### config.mk
export PLATFORM = sky130hd
export DESIGN_NAME = scce_top
export DESIGN_NICKNAME = d
export VERILOG_FILES = /design/src/logic/scce_pkg.sv /design/src/logic/scce_top.sv
export SDC_FILE = /design/constraint.sdc
export NUM_CORES = 1
export LEC_CHECK = 0
export ABC_AREA = 0
export BUFFER_PORTS_ARGS = -buffer_cell sky130_fd_sc_hd__buf_2
export CAP_MARGIN = 40
export CORE_UTILIZATION = 35
export CTS_BUF_LIST = sky130_fd_sc_hd__clkbuf_8
export CTS_CLUSTER_SIZE = 28
export DETAILED_ROUTE_END_ITERATION = 6
export HOLD_SLACK_MARGIN = 0.05
export PLACE_DENSITY = 0.59
export SLEW_MARGIN = 30
export SYNTH_ARGS = -nofsm -noshare
export SYNTH_HDL_FRONTEND = slang
export SYNTH_SLANG_ARGS = --single-unit
### constraint.sdc
create_clock -name aclk -period 8.4 [get_ports aclk]
set_clock_uncertainty 0.15 [all_clocks]
set_input_delay 1.68 -clock aclk [delete_from_list [all_inputs] [get_ports aclk]]
set_output_delay 1.68 -clock aclk [all_outputs]
set_load 0.02 [all_outputs]
### src/logic/scce_pkg.sv
// constants for the step change condition evaluator
package scce_pkg;
	// =====================================================
	// register byte offsets
	localparam logic [4:0] SCCE_OFS_PROP   = 5'h00; // step_change_property
	localparam logic [4:0] SCCE_OFS_VAL1   = 5'h04; // first_condition_value
	localparam logic [4:0] SCCE_OFS_VAL2   = 5'h08; // second_condition_value
	localparam logic [4:0] SCCE_OFS_CTRL   = 5'h0c; // restart strobe
	localparam logic [4:0] SCCE_OFS_STATUS = 5'h10; // evaluator state
	// =====================================================
	// property field layout, one nibble each
	localparam int SCCE_TYPE1_LSB = 0;
	localparam int SCCE_TYPE2_LSB = 4;
	localparam int SCCE_LOGIC_LSB = 8;
	localparam int SCCE_MODE_LSB  = 12;
	// control and status bit positions
	localparam int SCCE_CTRL_RESTART = 0;
	localparam int SCCE_ST_ARMED     = 0;
	localparam int SCCE_ST_DONE      = 1;
	localparam int SCCE_ST_MET_LSB   = 2;
	localparam int SCCE_ST_MODE_LSB  = 4;
	// reset values
	localparam logic [15:0] SCCE_PROP_RST = 16'h0000;
	localparam logic [15:0] SCCE_VAL_RST  = 16'h0000;
	// =====================================================
	// condition types, combination logic, level and edge codes
	localparam logic [3:0] SCCE_TYPE_UNCOND = 4'h0;
	localparam logic [3:0] SCCE_TYPE_DELAY  = 4'h1;
	localparam logic [3:0] SCCE_TYPE_EDGE   = 4'h2;
	localparam logic [3:0] SCCE_TYPE_LEVEL  = 4'h3;
	localparam logic [3:0] SCCE_LOGIC_NONE  = 4'h0;
	localparam logic [3:0] SCCE_LOGIC_AND   = 4'h1;
	localparam logic [3:0] SCCE_LOGIC_OR    = 4'h2;
	localparam logic [15:0] SCCE_EDGE_RISE  = 16'h0000;
	localparam logic [15:0] SCCE_EDGE_FALL  = 16'h0001;
	localparam logic [15:0] SCCE_EDGE_ANY   = 16'h0002;
	localparam logic [15:0] SCCE_LEVEL_HIGH = 16'h0003;
	localparam logic [15:0] SCCE_LEVEL_LOW  = 16'h0004;
	localparam logic [3:0] SCCE_MODE_MAX    = 4'h5;
	// =====================================================
	// timing
	localparam int SCCE_CLK_MHZ    = 200;
	localparam int SCCE_MS_IN_US   = 1000;
	localparam int SCCE_CLK_PER_MS = SCCE_CLK_MHZ * SCCE_MS_IN_US;
	// axi responses
	localparam logic [1:0] SCCE_RESP_OKAY   = 2'b00;
	localparam logic [1:0] SCCE_RESP_SLVERR = 2'b10;
endpackage : scce_pkg

### src/logic/scce_top.sv
// step change condition evaluator with axi4-lite registers
// Overview of operation
// - each condition has type code 0 to 3
// - unconditional type is met at once, value ignored
// - delay type met after value milliseconds elapse
// - edge value 0 rise, 1 fall, 2 either
// - level value 3 high, value 4 low
// - logic 0 first only, 1 and, 2 or
// - transient mode 0 to 5 selects handover style; transient_mode passes any value 0 to 15 unchecked
// - values 0 to 65535, default 0, apply on restart
//
// The register offsets and register access over AXI4-Lite were decided locally.
module scce_top
	import scce_pkg::*;
#(
	parameter int unsigned CLK_PER_MS = scce_pkg::SCCE_CLK_PER_MS
) (
	// clock and reset
	input  wire logic        aclk,
	input  wire logic        aresetn,
	// axi4-lite write channels
	input  wire logic [31:0] s_axi_awaddr,
	input  wire logic        s_axi_awvalid,
	output      logic        s_axi_awready,
	input  wire logic [31:0] s_axi_wdata,
	input  wire logic [3:0]  s_axi_wstrb,
	input  wire logic        s_axi_wvalid,
	output      logic        s_axi_wready,
	output      logic [1:0]  s_axi_bresp,
	output      logic        s_axi_bvalid,
	input  wire logic        s_axi_bready,
	// axi4-lite read channels
	input  wire logic [31:0] s_axi_araddr,
	input  wire logic        s_axi_arvalid,
	output      logic        s_axi_arready,
	output      logic [31:0] s_axi_rdata,
	output      logic [1:0]  s_axi_rresp,
	output      logic        s_axi_rvalid,
	input  wire logic        s_axi_rready,
	// step input pin and motion side
	input  wire logic        position_step_input_n,
	input  wire logic        group_start,
	output      logic        handover_pulse,
	output      logic [3:0]  transient_mode,
	output      logic        armed
);
	import scce_pkg::*;

	// =====================================================
	// elaboration check
	if (CLK_PER_MS < 2) begin : g_bad_rate
		$error("CLK_PER_MS must be at least 2");
	end

	// =====================================================
	// axi write path: address and data held independently
	logic        aw_full_reg, w_full_reg, bvalid_reg;
	logic [4:0]  aw_addr_reg;
	logic        aw_high_reg;
	logic [31:0] w_data_reg;
	logic [3:0]  w_strb_reg;
	logic [1:0]  bresp_reg;
	wire         wr_go = aw_full_reg & w_full_reg & ~bvalid_reg;
	wire         wr_prop = wr_go & ~aw_high_reg & (aw_addr_reg == SCCE_OFS_PROP);
	wire         wr_val1 = wr_go & ~aw_high_reg & (aw_addr_reg == SCCE_OFS_VAL1);
	wire         wr_val2 = wr_go & ~aw_high_reg & (aw_addr_reg == SCCE_OFS_VAL2);
	wire         wr_ctrl = wr_go & ~aw_high_reg & (aw_addr_reg == SCCE_OFS_CTRL);
	wire         wr_stat = wr_go & ~aw_high_reg & (aw_addr_reg == SCCE_OFS_STATUS);
	wire         wr_ok   = wr_prop | wr_val1 | wr_val2 | wr_ctrl | wr_stat;
	wire         restart_wr = wr_ctrl & w_strb_reg[0] & w_data_reg[SCCE_CTRL_RESTART];
	assign s_axi_awready = ~aw_full_reg;
	assign s_axi_wready  = ~w_full_reg;
	assign s_axi_bvalid  = bvalid_reg;
	assign s_axi_bresp   = bresp_reg;

	// byte-lane merge for 16-bit registers
	function automatic logic [15:0] merge16(input logic [15:0] old, input logic [31:0] d,
		input logic [3:0] s);
		merge16 = {s[1] ? d[15:8] : old[15:8], s[0] ? d[7:0] : old[7:0]};
	endfunction

	// write channel holding registers and response
	always_ff @(posedge aclk) begin
		if (!aresetn) begin
			aw_full_reg <= 1'b0;
			w_full_reg  <= 1'b0;
			bvalid_reg  <= 1'b0;
			aw_addr_reg <= 5'h00;
			aw_high_reg <= 1'b0;
			w_data_reg  <= 32'h0000_0000;
			w_strb_reg  <= 4'h0;
			bresp_reg   <= SCCE_RESP_OKAY;
		end else begin
			if (s_axi_awvalid && !aw_full_reg) begin
				aw_full_reg <= 1'b1;
				aw_addr_reg <= {s_axi_awaddr[4:2], 2'b00};
				aw_high_reg <= |s_axi_awaddr[31:5];
			end else if (wr_go) begin
				aw_full_reg <= 1'b0;
			end
			if (s_axi_wvalid && !w_full_reg) begin
				w_full_reg <= 1'b1;
				w_data_reg <= s_axi_wdata;
				w_strb_reg <= s_axi_wstrb;
			end else if (wr_go) begin
				w_full_reg <= 1'b0;
			end
			if (wr_go) begin
				bvalid_reg <= 1'b1;
				bresp_reg  <= wr_ok ? SCCE_RESP_OKAY : SCCE_RESP_SLVERR;
			end else if (s_axi_bready) begin
				bvalid_reg <= 1'b0;
			end
		end
	end

	// =====================================================
	// pending and active parameters; active copy loads on restart
	logic [15:0] pend_prop_reg, act_prop_reg;
	logic [15:0] pend_val_reg [2];
	logic [15:0] act_val_reg [2];
	always_ff @(posedge aclk) begin
		if (!aresetn) begin
			pend_prop_reg  <= SCCE_PROP_RST;
			pend_val_reg[0] <= SCCE_VAL_RST;
			pend_val_reg[1] <= SCCE_VAL_RST;
			act_prop_reg   <= SCCE_PROP_RST;
			act_val_reg[0] <= SCCE_VAL_RST;
			act_val_reg[1] <= SCCE_VAL_RST;
		end else begin
			if (wr_prop) pend_prop_reg <= merge16(pend_prop_reg, w_data_reg, w_strb_reg);
			if (wr_val1) pend_val_reg[0] <= merge16(pend_val_reg[0], w_data_reg, w_strb_reg);
			if (wr_val2) pend_val_reg[1] <= merge16(pend_val_reg[1], w_data_reg, w_strb_reg);
			if (restart_wr) begin
				act_prop_reg   <= pend_prop_reg;
				act_val_reg[0] <= pend_val_reg[0];
				act_val_reg[1] <= pend_val_reg[1];
			end
		end
	end
	wire [3:0] logic_sel = act_prop_reg[SCCE_LOGIC_LSB +: 4];
	assign transient_mode = act_prop_reg[SCCE_MODE_LSB +: 4];

	// =====================================================
	// step input: three flops, change accepted when second and third agree
	logic s1_reg, s2_reg, s3_reg, step_level_reg, step_prev_reg;
	always_ff @(posedge aclk) begin
		if (!aresetn) begin
			s1_reg         <= 1'b1;
			s2_reg         <= 1'b1;
			s3_reg         <= 1'b1;
			step_level_reg <= 1'b0;
			step_prev_reg  <= 1'b0;
		end else begin
			s1_reg <= position_step_input_n;
			s2_reg <= s1_reg;
			s3_reg <= s2_reg;
			if (s2_reg == s3_reg) step_level_reg <= ~s3_reg; // input is active low
			step_prev_reg <= step_level_reg;
		end
	end
	wire step_rise = step_level_reg & ~step_prev_reg;
	wire step_fall = ~step_level_reg & step_prev_reg;

	// =====================================================
	// arming, millisecond timebase, handover
	logic        armed_reg, done_reg, handover_reg;
	logic [31:0] pre_reg;
	logic [16:0] ms_reg;
	logic [1:0]  cond_now;
	logic [1:0]  edge_seen_reg;
	wire         arm_pulse = restart_wr | group_start;
	wire         combined = (logic_sel == SCCE_LOGIC_AND) ? (cond_now[0] & cond_now[1]) :
		(logic_sel == SCCE_LOGIC_OR) ? (cond_now[0] | cond_now[1]) : cond_now[0];
	wire         fire = armed_reg & combined;
	wire         pre_wrap = (pre_reg == CLK_PER_MS - 1);

	// per-condition evaluation
	for (genvar i = 0; i < 2; i++) begin : g_cond
		wire [3:0]  ctype = act_prop_reg[4*i +: 4];
		wire [15:0] cval  = act_val_reg[i];
		wire edge_hit = ((cval == SCCE_EDGE_RISE) & step_rise) |
			((cval == SCCE_EDGE_FALL) & step_fall) |
			((cval == SCCE_EDGE_ANY) & (step_rise | step_fall));
		wire lvl_hit = ((cval == SCCE_LEVEL_HIGH) & step_level_reg) |
			((cval == SCCE_LEVEL_LOW) & ~step_level_reg);
		assign cond_now[i] = (ctype == SCCE_TYPE_UNCOND) ? 1'b1 :
			(ctype == SCCE_TYPE_DELAY) ? (ms_reg >= {1'b0, cval}) :
			(ctype == SCCE_TYPE_EDGE) ? edge_seen_reg[i] :
			(ctype == SCCE_TYPE_LEVEL) ? lvl_hit : 1'b0;
		// an edge is latched once per arming
		always_ff @(posedge aclk) begin
			if (!aresetn) begin
				edge_seen_reg[i] <= 1'b0;
			end else if (armed_reg && ctype == SCCE_TYPE_EDGE && edge_hit) begin
				edge_seen_reg[i] <= 1'b1; // an edge on the arm cycle is kept only if already armed
			end else if (arm_pulse) begin
				edge_seen_reg[i] <= 1'b0;
			end
		end
	end

	// evaluator state and timebase
	always_ff @(posedge aclk) begin
		if (!aresetn) begin
			armed_reg    <= 1'b0;
			done_reg     <= 1'b0;
			handover_reg <= 1'b0;
			pre_reg      <= 32'h0000_0000;
			ms_reg       <= 17'h00000;
		end else begin
			armed_reg    <= arm_pulse | (armed_reg & ~combined);
			done_reg     <= fire | (done_reg & ~arm_pulse);
			handover_reg <= fire & ~arm_pulse;
			if (arm_pulse || pre_wrap) pre_reg <= 32'h0000_0000;
			else pre_reg <= pre_reg + 32'h0000_0001;
			if (arm_pulse) ms_reg <= 17'h00000;
			else if (pre_wrap && !ms_reg[16]) ms_reg <= ms_reg + 17'h00001;
		end
	end
	assign handover_pulse = handover_reg;
	assign armed = armed_reg;

	// =====================================================
	// axi read path
	logic        rvalid_reg;
	logic [31:0] rdata_reg;
	logic [1:0]  rresp_reg;
	wire  [4:0]  ra = {s_axi_araddr[4:2], 2'b00};
	wire         ra_ok = ~|s_axi_araddr[31:5];
	wire  [31:0] status_word = {24'h000000, transient_mode, cond_now, done_reg, armed_reg};
	wire  [31:0] rd_word = (!ra_ok) ? 32'h0000_0000 :
		(ra == SCCE_OFS_PROP) ? {16'h0000, pend_prop_reg} :
		(ra == SCCE_OFS_VAL1) ? {16'h0000, pend_val_reg[0]} :
		(ra == SCCE_OFS_VAL2) ? {16'h0000, pend_val_reg[1]} :
		(ra == SCCE_OFS_STATUS) ? status_word : 32'h0000_0000;
	wire         rd_ok = ra_ok & ((ra == SCCE_OFS_PROP) | (ra == SCCE_OFS_VAL1) |
		(ra == SCCE_OFS_VAL2) | (ra == SCCE_OFS_CTRL) | (ra == SCCE_OFS_STATUS));
	assign s_axi_arready = ~rvalid_reg;
	assign s_axi_rvalid  = rvalid_reg;
	assign s_axi_rdata   = rdata_reg;
	assign s_axi_rresp   = rresp_reg;
	always_ff @(posedge aclk) begin
		if (!aresetn) begin
			rvalid_reg <= 1'b0;
			rdata_reg  <= 32'h0000_0000;
			rresp_reg  <= SCCE_RESP_OKAY;
		end else if (s_axi_arvalid && !rvalid_reg) begin
			rvalid_reg <= 1'b1;
			rdata_reg  <= rd_word;
			rresp_reg  <= rd_ok ? SCCE_RESP_OKAY : SCCE_RESP_SLVERR;
		end else if (s_axi_rready) begin
			rvalid_reg <= 1'b0;
		end
	end
endmodule // scce_top

==> metrics <==
status=finished with violations; failing checks=design-rule violations; DIE AREA=28000 sq um; Worst-Margin Slew=0.816 ns; DR vias=6998; total track usage=15.3%; post-DP HPWL=15.8 mm; Async S/R FF share, synth=0%; final setup vio count=0; TritonCTS clock tree=done; Final period util=41.7%; post-CTS setup buffer count=0; #FFs+latches synth=199; Clock Latency Late Sink=0.48 ns; GP Congestion=0.821; Port Buffer Count=115; row cnt=60; most common cell in the netlist=dfxtp_1; CP Class=in2reg; post-DR wirelength/cell=14.8 um; hold_buf cts=0; Area contributors post-synth=dfxtp_1 28%, edfxtp_1 20%, mux2i_1 5.3%; synth warn=0; largest net degree at the start of global routing=78; final wirelength=21.0 mm; Die X=167 um; PwrDens=168 nW/um^2; Fmax=0.285 GHz; post-synthesis sequential area ratio=48.4%; clock sink count=199; VDD IR max=0.0925 mV; xor/xnor cell area share of the yosys netlist=4.21%; first-pass GRT wire length=34.2 mm; 1st-iter DRT viols=269; clk slew on worst S/H paths=0.12 ns; via count of the first global-routing pass=6489; Hold Violations, Final=0; Req. time, crit path=8.68 ns; simple-gate share of the synthesized area=22.9%; RSZ-0062 raised after global routing=no; CP Capture Type=flop; Max Slew Vio Count=0; Num CTS Buffers=17; Syn Inst Count=969; main combinational cell family by area after synthesis=simple AND/OR/NAND/NOR gates; Leak=4.22 nW; CP Launch Type=primary input; Setup TNS=0 ns; Gates resized, CTS repair=0; Starting Density=35.6%; Rel. slew slack=45.5%; Synth top cells by count=135 x dfxtp_1, 84 x nand2_1, 79 x nor2_1; Final min period=3.51 ns; Adder-Cell Fraction of Synth Area=4.81%; PnR worst setup slack=4.89 ns; worst min-delay path class=reg2reg; Post-synth EDFFs=64; area fraction of the dominant cell type after synthesis=28.3%; clk root buf=clkbuf_8; Layout area overhead=12.6%; final non-filler cell area=10800 sq um; syn_area_per_cell=9.87 sq um; initial antenna violation count=0; Worst Path Max Fanout=18; cell taking the most area after synthesis=dfxtp_1; I/O Pins=156; CTS H-tree depth=4; Synth Area in Compound Gates=8.35%; Mapped Area=9560 sq um; minimum hold slack=0.279 ns; end-of-flow core utilization=40.1%; drt first pass iters=6; WP data arrival=3.79 ns; Max-Cap Viols=0; die height=167 um; Antenna Cells=0; GR Overflow Total=0; Synth Flop Type=dfxtp_1; nets@finish=1211; clk buf depth=2; core area=26900 sq um; Post-DP Area=10300 sq um; share of layout cells above drive strength 1=16.1%; Routed Antenna Nets=0; pre-CTS setup slack=4.44 ns; DR DRC count=1; multiplexer area fraction after synthesis=5.46%; Cell variety after synth=70; DR vias/cell=4.93
[cells in the final DEF (no fill, tap or decap), types with 14 or more instances in the layout]
cell type / n
xor2_1: 28
a21oi_1: 18
buf_2: 114
ha_1: 36
nand4_1: 20
nand3_1: 27
and2_1: 21
nor4_1: 23
clkbuf_8: 17
inv_1: 47
xnor2_1: 18
edfxtp_1: 64
nor2_1: 79
nor2b_1: 54
a21boi_0: 21
o21ai_0: 35
conb_1: 18
a22oi_1: 14
and3_1: 44
nand2_1: 84
mux2i_1: 51
dfxtp_1: 135
[critical path: stages]
cell and delay, ns:
buf_2 0.09, nand2_1 0.47, nor4_2 0.41, buf_4 0.24, nor2b_1 0.60, a22oi_1 0.16
nor2b_1 0.14
[metrics by stage]
step,std cells,total power [W]
after detailed placement,1388,0.00116
after global placement,1385,0.00116
after global routing,1420,0.00188
final,1420,0.00181
after CTS,1420,0.00183
after floorplan,986,0.00112
[power by group]
group | leakage (nW) | switching, W | internal [W]
Sequential | 1.75 | 0.0000168 | 0.00101
Clock | 0.216 | 0.000403 | 0.000264
Combinational | 2.25 | 0.0000695 | 0.0000434
Total | 4.22 | 0.000489 | 0.00132
[kinds of logic after synthesis]
kind of cell,after synthesis
XOR/XNOR,46
adder cells (fa/ha/maj),37
other,1
buffers and inverters,110
AO/OA/AOI/OAI,121
AND/OR/NAND/NOR,403
multiplexers,52
flip-flops,199
[worst paths after layout]
path,from,end,slack [ns],cells after the start
hold reg to reg,s1_reg$_SDFF_PN1_,s2_reg$_SDFF_PN1_,0.28,1
setup reg to reg,w_full_reg$_SDFFE_PN0P_,pre_reg[12]$_SDFF_PP0_,5.34,8
setup / recovery,s_axi_arvalid,s_axi_rdata[9]$_SDFFE_PN0P_,4.89,7
hold / removal,s1_reg$_SDFF_PN1_,s2_reg$_SDFF_PN1_,0.28,1
[layout make-up]
class,instances,area (sq um)
flip-flops and latches,199,4620
well taps,341,427
inverters,48,180
clock inverters,15,206
clock buffers,17,234
multi-input cells,677,4450
fillers,2704,16100
repair buffers,123,646
[metal layers]
| metal | vias to the layer above | GRT usage [%] | part of all wire [%] |
|---|---|---|---|
| met3 | 26 | 2.77 | 3.0 |
| met1 | 3268 | 19.6 | 47 |
| met5 | - | 0 | 0 |
| met4 | 0 | 6.14 | 2.2 |
| li1 | 3563 | - | - |
| met2 | 141 | 25.3 | 48 |
Note: power is estimated with default switching activity, not from simulation.
